$ cat src/bsts_params.svh
`ifndef BSTS_PARAMS_SVH
`define BSTS_PARAMS_SVH

// ----------------------------------------------------------------
// Clocks
// ----------------------------------------------------------------
`define BSTS_CLK_HZ 20000000
`define BSTS_SLOW_HZ 100000
`define BSTS_US_PER_S 1000000

// ----------------------------------------------------------------
// Boot timing, in microseconds
// ----------------------------------------------------------------
`define BSTS_INIT_US 50
`define BSTS_RETRY_US 1000

// ----------------------------------------------------------------
// Register offsets and fields
// ----------------------------------------------------------------
`define BSTS_OFS_CTRL 12'h000
`define BSTS_OFS_REEN 12'h004
`define BSTS_OFS_STAT 12'h008
`define BSTS_CTRL_AUTO 0
`define BSTS_CTRL_LP 1
`define BSTS_CTRL_RST 2'b00
`define BSTS_ST_DB_LSB 0
`define BSTS_ST_CFG_LSB 4
`define BSTS_ST_LOADED 8
`define BSTS_ST_DEFAULT 9
`define BSTS_ST_DIE 10
`define BSTS_ST_PATH_LSB 12
`define BSTS_ST_BOOTED 15

// ----------------------------------------------------------------
// Divider ratio bands, in hundredths
// ----------------------------------------------------------------
`define BSTS_PCT_LOW_MIN 7'd10
`define BSTS_PCT_HI_FREE 7'd60
`define BSTS_PCT_BAND 7'd10
`define BSTS_PCT_UNIT_MAX 7'd8
`define BSTS_PCT_FULL 7'd100

// ----------------------------------------------------------------
// Loaded sink path select bits
// ----------------------------------------------------------------
`define BSTS_SEL_HV0 0
`define BSTS_SEL_HV1 1
`define BSTS_SEL_EXT 2

`endif

$ cat src/bsts_pkg.sv
package bsts_pkg;

    // Dead-battery power-up modes
    typedef enum logic [2:0] {
        DB_NO_RESPONSE,
        DB_WAIT_AUX_INT,
        DB_WAIT_AUX_EXT,
        DB_RETRY_INT,
        DB_RETRY_EXT,
        DB_NO_WAIT
    } bsts_db_mode_t;

    // Fallback default configurations
    typedef enum logic [2:0] {
        DC_SAFE,
        DC_INF_WAIT,
        DC_PROF1,
        DC_PROF2,
        DC_PROF3,
        DC_PROF4,
        DC_PROF5,
        DC_RESERVED
    } bsts_dcfg_t;

    // Boot sequencer states
    typedef enum logic [2:0] {
        ST_STRAP,
        ST_INIT,
        ST_HOLD,
        ST_LOAD,
        ST_WAIT,
        ST_RETRY,
        ST_RUN
    } bsts_state_t;

endpackage

$ cat src/bsts_top.sv
// The register addresses and the APB register port were chosen for this implementation.
`timescale 1ns/1ps
`include "bsts_params.svh"
// Overview of operation
// - Die overheat drops core, switches, port and legacy sink and holds boot; roles and PD stay.
// - Die shutdown ends once the die cools past hysteresis.
// - Each power path has its own over-temperature shutdown.
// - Cooled path resumes by itself or on firmware, per control bit.
// - Core clock plus slow timer clock, also core clock in low power.
// - Boot initialises state, then loads configuration bundles.
// - Straps give a dead-battery mode and a default configuration.
// - Strap high: ratio bands give mode and safe or wait default.
// - Strap low, lower bands: profiles 1 to 3 and retry modes.
// - Strap low, upper bands: profile 4, reserved and profile 5.
// - No-response: no switch closed, start-up waits for aux supply.
// - Wait-aux: sink switch closed, no loading until aux supply.
// - Retry modes: sink switch closed, load retried forever.
// - No-wait: load on VBUS, then close the loaded switch choice.
// - External modes drive the sink pin; internal use first path.
// - Always try loading configuration over serial interfaces.
// - Default configuration applies only when loading fails.
// - Safe default: ports off, legacy sink when powered from VBUS.
// - Infinite-wait default stays in boot awaiting configuration.
// - Profile 1: source only, internal switch, no PD messaging.
// - Profiles 2 and 4: source only via internal switch, no alt modes.
// - Profiles 3 and 5 sink; 5 uses external switch, also sources.
module bsts_top #(
    parameter int NPATH = 2
) (
    input wire logic CLOCK,
    input wire logic SRST,
    input wire logic PSEL,
    input wire logic PENABLE,
    input wire logic PWRITE,
    input wire logic [11:0] PADDR,
    input wire logic [31:0] PWDATA,
    output logic [31:0] PRDATA,
    output logic PREADY,
    output logic PSLVERR,
    input wire logic DIGITAL_STRAP_INPUT,
    input wire logic [6:0] DIVIDER_RATIO_PCT,
    input wire logic AUX_SUPPLY_INPUT,
    input wire logic DIE_OVER_TEMP,
    input wire logic DIE_COOLED,
    input wire logic [NPATH-1:0] PATH_OVER_TEMP,
    input wire logic [NPATH-1:0] PATH_COOLED,
    input wire logic CFG_LOAD_DONE,
    input wire logic CFG_LOAD_FAIL,
    input wire logic [2:0] CFG_SINK_SEL,
    output logic CFG_LOAD_REQ,
    output logic [NPATH-1:0] HIGH_VOLTAGE_PATH_EN,
    output logic EXTERNAL_SINK_CONTROL_PIN,
    output logic CORE_ENABLE,
    output logic CORE_CLK_LOW_POWER,
    output logic PORT_ENABLE,
    output logic LEGACY_SINK,
    output logic SOURCE_ROLE,
    output logic SINK_ROLE,
    output logic PD_MSG_ENABLE,
    output logic BOOT_DONE,
    output bsts_pkg::bsts_db_mode_t DB_MODE,
    output bsts_pkg::bsts_dcfg_t DEFAULT_CFG
);
    import bsts_pkg::*;

    // ------------------------------------------------------------
    // Timing counts
    // ------------------------------------------------------------
    localparam int TICK_DIV = `BSTS_CLK_HZ / `BSTS_SLOW_HZ;
    localparam int INIT_TK = (`BSTS_INIT_US * (`BSTS_SLOW_HZ / 1000)
        + 999) / 1000;
    localparam int RETRY_TK = (`BSTS_RETRY_US * (`BSTS_SLOW_HZ / 1000)
        + 999) / 1000;
    localparam logic [15:0] INIT_N = 16'(INIT_TK < 1 ? 1 : INIT_TK);
    localparam logic [15:0] RETRY_N = 16'(RETRY_TK < 1 ? 1 : RETRY_TK);

    bsts_state_t state_q;
    bsts_db_mode_t db_q;
    bsts_dcfg_t dc_q;
    logic [1:0] ctrl_q;
    logic [15:0] tmr_q;
    logic tick;
    logic die_sd_q;
    logic [NPATH-1:0] path_off_q;
    logic [NPATH-1:0] reen_pulse;
    logic loaded_q;
    logic dflt_q;
    logic dead_batt;
    logic is_retry;
    logic wr_acc;
    bsts_db_mode_t db_d;
    bsts_dcfg_t dc_d;
    logic [NPATH-1:0] hv_d;
    logic ext_d;

    // ------------------------------------------------------------
    // Slow timer tick
    // ------------------------------------------------------------
    bsts_tick #(
        .DIV(TICK_DIV)
    ) u_tick (
        .clk(CLOCK),
        .rst(SRST),
        .tick(tick)
    );

    assign dead_batt = !AUX_SUPPLY_INPUT;
    assign is_retry = (db_q == DB_RETRY_INT) || (db_q == DB_RETRY_EXT);

    // ------------------------------------------------------------
    // Strap decode
    // ------------------------------------------------------------
    always_comb begin
        logic [6:0] tens;
        logic [6:0] unit;
        logic in_band;
        tens = DIVIDER_RATIO_PCT / `BSTS_PCT_BAND;
        unit = DIVIDER_RATIO_PCT % `BSTS_PCT_BAND;
        in_band = (unit <= `BSTS_PCT_UNIT_MAX);
        db_d = DB_NO_RESPONSE;
        dc_d = DC_SAFE;
        if (DIGITAL_STRAP_INPUT) begin
            if (DIVIDER_RATIO_PCT >= `BSTS_PCT_HI_FREE) begin
                db_d = DB_NO_WAIT;
            end else if (in_band) begin
                case (tens)
                    7'd2: db_d = DB_WAIT_AUX_INT;
                    7'd3: begin
                        db_d = DB_RETRY_INT;
                        dc_d = DC_INF_WAIT;
                    end
                    7'd4: db_d = DB_WAIT_AUX_EXT;
                    7'd5: begin
                        db_d = DB_RETRY_EXT;
                        dc_d = DC_INF_WAIT;
                    end
                    default: db_d = DB_NO_RESPONSE;
                endcase
            end
        end else begin
            dc_d = DC_RESERVED;
            if (DIVIDER_RATIO_PCT >= `BSTS_PCT_LOW_MIN &&
                (in_band || DIVIDER_RATIO_PCT == `BSTS_PCT_FULL)) begin
                case (tens)
                    7'd1: dc_d = DC_PROF1;
                    7'd2: dc_d = DC_PROF2;
                    7'd3: begin
                        db_d = DB_RETRY_INT;
                        dc_d = DC_INF_WAIT;
                    end
                    7'd4: begin
                        db_d = DB_NO_WAIT;
                        dc_d = DC_PROF3;
                    end
                    7'd5: begin
                        db_d = DB_RETRY_EXT;
                        dc_d = DC_INF_WAIT;
                    end
                    7'd6: dc_d = DC_PROF4;
                    7'd7: db_d = DB_NO_WAIT;
                    7'd8: db_d = DB_NO_RESPONSE;
                    default: begin
                        db_d = DB_NO_WAIT;
                        dc_d = DC_PROF5;
                    end
                endcase
            end
        end
    end

    // ------------------------------------------------------------
    // Strap capture
    // ------------------------------------------------------------
    always_ff @(posedge CLOCK) begin
        if (SRST) begin
            db_q <= DB_NO_RESPONSE;
            dc_q <= DC_SAFE;
        end else if (state_q == ST_STRAP) begin
            db_q <= db_d;
            dc_q <= dc_d;
        end
    end

    // ------------------------------------------------------------
    // Boot sequencer
    // ------------------------------------------------------------
    always_ff @(posedge CLOCK) begin
        if (SRST) begin
            state_q <= ST_STRAP;
            tmr_q <= 16'h0000;
            loaded_q <= 1'b0;
            dflt_q <= 1'b0;
            CFG_LOAD_REQ <= 1'b0;
        end else if (die_sd_q) begin
            CFG_LOAD_REQ <= 1'b0;
        end else begin
            CFG_LOAD_REQ <= 1'b0;
            case (state_q)
                ST_STRAP: begin
                    tmr_q <= 16'h0000;
                    state_q <= ST_INIT;
                end
                ST_INIT: begin
                    if (tick) begin
                        tmr_q <= tmr_q + 16'h0001;
                    end
                    if (tmr_q >= INIT_N) begin
                        if (dead_batt && (db_q == DB_NO_RESPONSE ||
                            db_q == DB_WAIT_AUX_INT ||
                            db_q == DB_WAIT_AUX_EXT)) begin
                            state_q <= ST_HOLD;
                        end else begin
                            state_q <= ST_LOAD;
                        end
                    end
                end
                ST_HOLD: begin
                    if (!dead_batt) begin
                        state_q <= ST_LOAD;
                    end
                end
                ST_LOAD: begin
                    CFG_LOAD_REQ <= 1'b1;
                    state_q <= ST_WAIT;
                end
                ST_WAIT: begin
                    tmr_q <= 16'h0000;
                    if (CFG_LOAD_DONE) begin
                        loaded_q <= 1'b1;
                        state_q <= ST_RUN;
                    end else if (CFG_LOAD_FAIL) begin
                        if (is_retry || dc_q == DC_INF_WAIT) begin
                            state_q <= ST_RETRY;
                        end else begin
                            dflt_q <= 1'b1;
                            state_q <= ST_RUN;
                        end
                    end
                end
                ST_RETRY: begin
                    if (tick) begin
                        tmr_q <= tmr_q + 16'h0001;
                    end
                    if (tmr_q >= RETRY_N) begin
                        state_q <= ST_LOAD;
                    end
                end
                ST_RUN: state_q <= ST_RUN;
                default: state_q <= ST_STRAP;
            endcase
        end
    end

    // ------------------------------------------------------------
    // Die thermal shutdown, set wins over cool-down
    // ------------------------------------------------------------
    always_ff @(posedge CLOCK) begin
        if (SRST) begin
            die_sd_q <= 1'b0;
        end else if (DIE_OVER_TEMP) begin
            die_sd_q <= 1'b1;
        end else if (DIE_COOLED) begin
            die_sd_q <= 1'b0;
        end
    end

    // ------------------------------------------------------------
    // Per-path thermal shutdown
    // ------------------------------------------------------------
    always_ff @(posedge CLOCK) begin
        if (SRST) begin
            path_off_q <= '0;
        end else begin
            for (int i = 0; i < NPATH; i++) begin
                if (PATH_OVER_TEMP[i]) begin
                    path_off_q[i] <= 1'b1;
                end else if (PATH_COOLED[i] &&
                    (ctrl_q[`BSTS_CTRL_AUTO] || reen_pulse[i])) begin
                    path_off_q[i] <= 1'b0;
                end
            end
        end
    end

    // ------------------------------------------------------------
    // Sink switch selection
    // ------------------------------------------------------------
    always_comb begin
        hv_d = '0;
        ext_d = 1'b0;
        if (state_q != ST_RUN) begin
            if (dead_batt && (db_q == DB_WAIT_AUX_INT ||
                db_q == DB_RETRY_INT)) begin
                hv_d[0] = 1'b1;
            end
            if (dead_batt && (db_q == DB_WAIT_AUX_EXT ||
                db_q == DB_RETRY_EXT)) begin
                ext_d = 1'b1;
            end
        end else if (loaded_q) begin
            hv_d[0] = CFG_SINK_SEL[`BSTS_SEL_HV0];
            if (NPATH > 1) begin
                hv_d[NPATH-1] = CFG_SINK_SEL[`BSTS_SEL_HV1];
            end
            ext_d = CFG_SINK_SEL[`BSTS_SEL_EXT];
        end else if (dflt_q) begin
            case (dc_q)
                DC_SAFE: hv_d[0] = dead_batt;
                DC_PROF1, DC_PROF2, DC_PROF3, DC_PROF4:
                    hv_d[0] = 1'b1;
                DC_PROF5: ext_d = 1'b1;
                default: ext_d = 1'b0;
            endcase
        end
        hv_d = hv_d & ~path_off_q;
        if (die_sd_q) begin
            hv_d = '0;
            ext_d = 1'b0;
        end
    end

    // ------------------------------------------------------------
    // Device outputs
    // ------------------------------------------------------------
    always_ff @(posedge CLOCK) begin
        if (SRST) begin
            HIGH_VOLTAGE_PATH_EN <= '0;
            EXTERNAL_SINK_CONTROL_PIN <= 1'b0;
            CORE_ENABLE <= 1'b0;
            PORT_ENABLE <= 1'b0;
            LEGACY_SINK <= 1'b0;
            SOURCE_ROLE <= 1'b0;
            SINK_ROLE <= 1'b0;
            PD_MSG_ENABLE <= 1'b0;
            BOOT_DONE <= 1'b0;
        end else begin
            HIGH_VOLTAGE_PATH_EN <= hv_d;
            EXTERNAL_SINK_CONTROL_PIN <= ext_d;
            CORE_ENABLE <= !die_sd_q;
            BOOT_DONE <= (state_q == ST_RUN);
            PORT_ENABLE <= !die_sd_q && (state_q == ST_RUN) &&
                !(dflt_q && dc_q == DC_SAFE);
            LEGACY_SINK <= !die_sd_q && dflt_q && dc_q == DC_SAFE &&
                dead_batt;
            SOURCE_ROLE <= dflt_q && (dc_q == DC_PROF1 ||
                dc_q == DC_PROF2 || dc_q == DC_PROF4 ||
                dc_q == DC_PROF5);
            SINK_ROLE <= dflt_q && (dc_q == DC_PROF3 ||
                dc_q == DC_PROF5);
            PD_MSG_ENABLE <= loaded_q || (dflt_q &&
                dc_q != DC_PROF1 && dc_q != DC_SAFE);
        end
    end

    assign DB_MODE = db_q;
    assign DEFAULT_CFG = dc_q;

    // ------------------------------------------------------------
    // APB slave, answers in the first access cycle
    // ------------------------------------------------------------
    assign wr_acc = PSEL && PENABLE && PREADY && PWRITE;
    assign reen_pulse = (wr_acc && PADDR == `BSTS_OFS_REEN) ?
        PWDATA[NPATH-1:0] : '0;

    always_ff @(posedge CLOCK) begin
        if (SRST) begin
            PREADY <= 1'b0;
            PSLVERR <= 1'b0;
            PRDATA <= 32'h0000_0000;
        end else begin
            PREADY <= PSEL && !PENABLE;
            PSLVERR <= 1'b0;
            PRDATA <= 32'h0000_0000;
            if (PSEL && !PENABLE) begin
                case (PADDR)
                    `BSTS_OFS_CTRL: PRDATA[1:0] <= ctrl_q;
                    `BSTS_OFS_REEN: PRDATA <= 32'h0000_0000;
                    `BSTS_OFS_STAT: begin
                        PRDATA[`BSTS_ST_DB_LSB +: 3] <= db_q;
                        PRDATA[`BSTS_ST_CFG_LSB +: 3] <= dc_q;
                        PRDATA[`BSTS_ST_LOADED] <= loaded_q;
                        PRDATA[`BSTS_ST_DEFAULT] <= dflt_q;
                        PRDATA[`BSTS_ST_DIE] <= die_sd_q;
                        PRDATA[`BSTS_ST_PATH_LSB +: NPATH] <= path_off_q;
                        PRDATA[`BSTS_ST_BOOTED] <= (state_q == ST_RUN);
                    end
                    default: PSLVERR <= 1'b1;
                endcase
            end
        end
    end

    // ------------------------------------------------------------
    // Control register
    // ------------------------------------------------------------
    always_ff @(posedge CLOCK) begin
        if (SRST) begin
            ctrl_q <= `BSTS_CTRL_RST;
            CORE_CLK_LOW_POWER <= 1'b0;
        end else begin
            if (wr_acc && PADDR == `BSTS_OFS_CTRL) begin
                ctrl_q <= PWDATA[1:0];
            end
            CORE_CLK_LOW_POWER <= ctrl_q[`BSTS_CTRL_LP];
        end
    end
endmodule

$ cat src/bsts_tick.sv
`timescale 1ns/1ps
// Slow timer tick divider
module bsts_tick #(
    parameter int DIV = 200
) (
    input wire logic clk,
    input wire logic rst,
    output logic tick
);
    localparam int W = (DIV > 1) ? $clog2(DIV) : 1;
    localparam logic [W-1:0] LAST = W'(DIV - 1);
    logic [W-1:0] cnt_q;

    // ------------------------------------------------------------
    // Free-running divider
    // ------------------------------------------------------------
    always_ff @(posedge clk) begin
        if (rst) begin
            cnt_q <= '0;
            tick <= 1'b0;
        end else begin
            tick <= (cnt_q == LAST);
            cnt_q <= (cnt_q == LAST) ? '0 : cnt_q + 1'b1;
        end
    end
endmodule

$ cat config.mk
export PLATFORM = sky130hd
export DESIGN_NAME = bsts_top
export DESIGN_NICKNAME = d
export VERILOG_FILES = /design/src/bsts_pkg.sv /design/src/bsts_top.sv /design/src/bsts_tick.sv
export VERILOG_INCLUDE_DIRS = /design/src
export SDC_FILE = /design/constraint.sdc
export NUM_CORES = 1
export LEC_CHECK = 0
export BUFFER_PORTS_ARGS = -buffer_cell sky130_fd_sc_hd__buf_2
export CORE_MARGIN = 10
export CORE_UTILIZATION = 40
export DETAILED_ROUTE_END_ITERATION = 16
export GPL_TIMING_DRIVEN = 0
export PLACE_DENSITY = 0.66
export SETUP_SLACK_MARGIN = 0.05
export SLEW_MARGIN = 10
export SYNTH_ARGS = -nofsm -noshare
export SYNTH_HDL_FRONTEND = slang
export SYNTH_HIERARCHICAL = 1
export SYNTH_SLANG_ARGS = --single-unit
$ cat constraint.sdc
create_clock -name CLOCK -period 3.46 [get_ports CLOCK]
set_input_delay 0.173 -clock CLOCK [delete_from_list [all_inputs] [get_ports CLOCK]]
set_output_delay 0.173 -clock CLOCK [all_outputs]
set_load 0.01 [all_outputs]
[Word level (Yosys, flattened, before mapping)]
Cells that the tools add are included.
Storage, ports and cells
  flip-flop bits (word level): 87
  logic and storage cells: 187
Cells by class
  div/mod/pow operators: 2
  bitwise operators: 7
  muxes and demuxes: 44
  equal/unequal tests: 35
  reduce and logical (&&, ||, !) cells: 64
  magnitude comparators: 5
  $add $sub $neg: 2
Operator list (number)
  $mux W3: 11
  $pmux W16 S2: 1
  $eq A7 B3 Y1 const B: 4
  $mux W1: 23
  $logic_and A1 B1 Y1: 22
  $eq A3 B3 Y1 const B: 7
  $pmux W3 S7: 1
  $eq A3 B2 Y1 const B: 6
  $pmux W3 S6: 1
  $add A16 B1 Y16 const B: 1
  $ge A16 B3 Y1 const B: 1
  $ge A16 B7 Y1 const B: 1
  $mux W16: 1
  $eq A7 B2 Y1 const B: 2
  $logic_or A1 B1 Y1: 14
  $reduce_or A2 Y1: 7
  $eq A12 B3 Y1 const B: 1
  $eq A12 B4 Y1 const B: 1
  $logic_not A12 Y1: 1
  $pmux W3 S4: 1
  $reduce_and A5 Y1: 2
  $eq A3 B1 Y1 const B: 3
  $logic_not A3 Y1: 3
  $pmux W3 S3: 1
  26 further kinds: 43

[Depth between registers and ports, before layout]
  depth in word-level cells: 9
  depth in mapped cells: 7
  mapped depth without buffers: 7

[Cells and area by module]
Netlist, hierarchy kept.
By module, submodules not included
  bsts_top: cells an instance 392, times used 1, area each 3180.6 µm²
  bsts_tick: cells an instance 40, times used 1, area each 371.6 µm²

[Least setup slack after synthesis]
Ideal clock, no wire load.
  kind: reg-to-reg
  start: register state_q[1]
  end: register tmr_q[8]
  period minus slack after synthesis: 1.777 ns
  path slack: 1.683 ns
  setup time: 0.072 ns
  path buffers: 2
  data arrival time: 1.705 ns
  cell stages (with the launch flop): 7
  cell sequence: dfxtp_1 -> or2_1 -> clkbuf_2 -> or4_1 -> clkbuf_2 -> or3_1 -> a21oi_1
Between the ends
  longest elaborated chain between the ends: 4
  elaborated cells on any way between the ends: 10
  classes of those cells: eq/ne (4); mux (1); reduce/logical (5)
RTL lines
  start: declaration: RTL line bsts_top.sv:77  | bsts_state_t state_q;
  start signal: assignment: RTL line bsts_top.sv:189  | state_q <= ST_STRAP;
  start signal: assignment: RTL line bsts_top.sv:201  | state_q <= ST_INIT;
  start signal: assignment: RTL line bsts_top.sv:211  | state_q <= ST_HOLD;
  $eq A3 B3 Y1, or another cell as far along: RTL line bsts_top.sv:198  | case (state_q)
  $reduce_or A2 Y1 (no line)
  $ne A2 B1 Y1 (no line) or $reduce_bool A2 Y1 (tied branches)
  $reduce_and A3 Y1 (no line)
  end signal: assignment: RTL line bsts_top.sv:205  | tmr_q <= tmr_q + 16'h0001;
  end signal: assignment: RTL line bsts_top.sv:242  | tmr_q <= tmr_q + 16'h0001;
  end: declaration: RTL line bsts_top.sv:81  | logic [15:0] tmr_q;
Parallel ways exist; a longest one is shown, timed or not.
A chain may end at the register's enable or synchronous reset.

[Worst setup path in the final report]
  start: register state_q[1]
  end: register tmr_q[12]
Same word-level chain as after synthesis.

==> results.sh <==
export IMPL_grt_pass1_vias=3122
export IMPL_seq_power_share_pct=39.8
export IMPL_yosys_area_share_simple_pct=27.72
export IMPL_vdd_ir_drop_max_uv=202.7
export IMPL_rsz0062_at_grt="false"
export IMPL_syn_area_per_cell_um2=8.223
export IMPL_p_leak_uw=0.001847
export IMPL_grtUsageTotal_pct=13.53
export IMPL_crit_arrival_ns=2.15
export IMPL_end_kind="flip-flop"
export IMPL_cap_violations=0
export IMPL_internal_power_uw=1575
export IMPL_synth_top_family_by_area="simple AND/OR/NAND/NOR gates"
export IMPL_crit_type="reg2reg"
export IMPL_clockPowerShare_pct=38.1
export IMPL_start_util_pct=40.93
export IMPL_n_fill_cell=831
export IMPL_postCtsSetupBuffers=0
export IMPL_hold_viol=0
export IMPL_gr_total_overflow=0
export IMPL_drc=0
export IMPL_path_clk_slew_ns=0.07
export IMPL_setup_tns_ns=0
export IMPL_ys_ff_latch=67
export IMPL_clk_path_buf_depth=2
export IMPL_ioPinCount=121
export IMPL_synthDistinctLibCells=64
export IMPL_grt_pass1_wl_um=14860
export IMPL_synthXorXnorAreaFrac_pct=4.931
export IMPL_io_buffers=67
export IMPL_synth_warnings=6
export IMPL_finClkSkew_ns=0.006624
export IMPL_drt_iter0_drc=172
export IMPL_syn2layout_area_growth_pct=22.68
export IMPL_place_congestion=0.8649
export IMPL_htreeDepth=3
export IMPL_power_density_mw_per_mm2=513.3
export IMPL_post_place_ws_ns=1.398
export IMPL_synth_compound_area_share_pct=16.56
export IMPL_sw_frac_of_total_pct=29.60
export IMPL_setup_violations=0
export IMPL_routedWlPerCell_um=14.12
export IMPL_post_cts_resized=0
export IMPL_tightest_slew_ns=0.7052
export IMPL_drt_first_pass_iters=4
export IMPL_layout_drive_gt1_share_pct=21.91
export IMPL_n_antenna_cell=0
export IMPL_worst_slack_ns=1.521
export IMPL_status="complete, no violations"
export IMPL_cts_root_buf="clkbuf_8"
export IMPL_p_switching_uw=662.2
export IMPL_core_mm2=0.008678
export IMPL_slew_headroom_pct=52.55
export IMPL_floorplan_die_area_mm2=0.01305
export IMPL_via_per_inst=5.255
export IMPL_nets=603
export IMPL_period_share_pct=56.04
export IMPL_start_kind="flip-flop"
export IMPL_die_h_um=114.2
export IMPL_die_x_um=114.2
export IMPL_synthMuxAreaShare_pct=1.726
export IMPL_drtAntennaViolNets=0
export IMPL_detailed_place_hpwl_um=7068
export IMPL_fin_crit_ns=1.939
export IMPL_wirelength_um=9066
export IMPL_min_path_type="in2reg"
export IMPL_required_ns=3.67
export IMPL_row_count=34
export IMPL_syn_inst=432
export IMPL_clkLatencyLatePin_ns=0.34
export IMPL_fin_util_pct=50.22
export IMPL_maxSlewViolCount=0
export IMPL_combPwrFrac_pct=22.1
export IMPL_synthAdderAreaFrac_pct=2.043
export IMPL_cts_tree="done"
export IMPL_grt_max_degree=13
export IMPL_yosysSeqAreaShare_pct=37.76
export IMPL_cp_max_fo=6
export IMPL_synth_edf_count=0
export IMPL_clock_sinks=67
export IMPL_holdBufCountCts=0
export IMPL_syn_cell_area_mm2=0.003552
export IMPL_vias=3374
export IMPL_timing_fmax_ghz=0.5158
export IMPL_yosys_most_used_dff="dfxtp_1"
export IMPL_antenna_found_initial=0
export IMPL_cts_made_buffers=9
export IMPL_async_reset_ff_share_pct=0
==> layout by cell type, fill, tap and decap left out, types with 12 or more instances in the layout <==
cell      synthesis  routed
dfxtp_1          67      67
clkbuf_1         18      19
nor2_1           52      52
nor3_1           20      20
buf_2             6      73
a21oi_1          18      18
conb_1            1      20
buf_4            20      20
inv_1            17      17
nand2_1          19      19
nor4_1           13      13
xor2_1           12      12
nand3_1          16      16
o21ai_0          18      18
==> stage by stage <==
step / hold slack (ns) / area (um2) / cells / total power, uW
2_1_floorplan: 0.2454 / 3623 / 451 / 1242
3_3_place_gp: 0.3732 / 4094 / 626 / 1389
3_5_place_dp: 0.3746 / 4094 / 626 / 1395
4_1_cts: 0.009462 / 4358 / 642 / 2252
5_1_grt: 0.02439 / 4358 / 642 / 2355
6_report: 0.02090 / 4358 / 642 / 2237
==> layout make-up <==
class                      instances  area, um2  area share (%)
multi-input combinational        320       1957           44.90
clock inverter                     6      136.4           3.129
tap                              108      135.1           3.101
timing repair buffer              67      335.3           7.695
clock buffer                      10      127.6           2.929
buffer                            46      257.7           5.914
sequential                        67       1341           30.78
inverter                          18      67.56           1.550
==> cells in the mapped netlist, drive strengths merged (2+ instances only) <==
cell | count | area share (%)
o41ai | 2 | 0.49
nor3 | 20 | 2.8
nor3b | 2 | 0.42
xnor2 | 8 | 2.0
nand2b | 6 | 1.1
and3b | 2 | 0.49
inv | 17 | 1.8
o21ai | 18 | 2.5
a31oi | 5 | 0.88
nor4 | 13 | 2.3
o32a | 2 | 0.56
o31a | 2 | 0.49
and2 | 10 | 1.8
nand3 | 17 | 2.5
a211oi | 5 | 1.1
o32ai | 2 | 0.49
nor2b | 8 | 1.4
and4b | 3 | 0.85
o211ai | 5 | 1.1
nand2 | 19 | 2.0
nor4bb | 3 | 0.85
a41o | 2 | 0.60
or3 | 6 | 1.1
xor2 | 12 | 3.0
dfxtp | 67 | 38
or2 | 2 | 0.35
o221a | 3 | 0.95
nand4 | 5 | 0.88
nor2 | 52 | 5.5
nor4b | 5 | 1.2
and3 | 7 | 1.2
a32o | 2 | 0.56
clkbuf | 20 | 2.2
mux2i | 5 | 1.4
a21o | 2 | 0.42
buf | 26 | 5.1
ha | 5 | 1.8
a21oi | 18 | 2.5
a22oi | 4 | 0.85
==> kinds of logic after synthesis <==
| family | count (synthesis) |
|---|---|
| xor+xnor | 20 |
| other cells | 1 |
| simple gates | 184 |
| compound gates | 84 |
| mux | 6 |
| flops | 67 |
| buf+inv | 64 |
| fa+ha+maj | 6 |
==> registers in the layout (all words and copies together), names as in the netlist, 2 cells and up <==
name	count
tmr_q	16
PRDATA	12
u_tick/cnt_q	8
DB_MODE	3
DEFAULT_CFG	3
state_q	3
HIGH_VOLTAGE_PATH_EN	2
ctrl_q	2
path_off_q	2
==> power by group through the flow <==
stage | Combinational [uW] | Sequential (uW) | Clock [uW]
after floorplan | 346 | 895 | 0
after global placement | 482 | 907 | 0
after detailed placement | 489 | 907 | 0
after CTS | 492 | 888 | 872
after global routing | 559 | 896 | 900
final | 495 | 890 | 852
==> worst max-delay path: stages (launching register included) <==
cell and delay (ns):
dfxtp_1 0.36, or2_1 0.23, clkbuf_2 0.15, or4_1 0.50, clkbuf_2 0.17, nor3_1 0.21, xnor2_1 0.15, nor2_1 0.05
==> per-layer routing <==
metal	wire length, um	track usage [%]	vias up
met1	4187	16.83	1573
met2	4196	21.68	96
met4	88	5.514	0
met3	593	3.564	6
li1	-	-	1699
met5	0	0	-
==> path summary, 6_finish.rpt <==
kind                            slack (ns)           from  cells past startpoint                 endpoint
worst max-delay path                  1.52     state_q[1]                      7                tmr_q[12]
worst min-delay path                  0.02           SRST                      2              u_tick/tick
worst max register to register        1.52     state_q[1]                      7                tmr_q[12]
worst min register to register        0.46  path_off_q[1]                      1  HIGH_VOLTAGE_PATH_EN[1]
(Power assumes the default switching activity.)
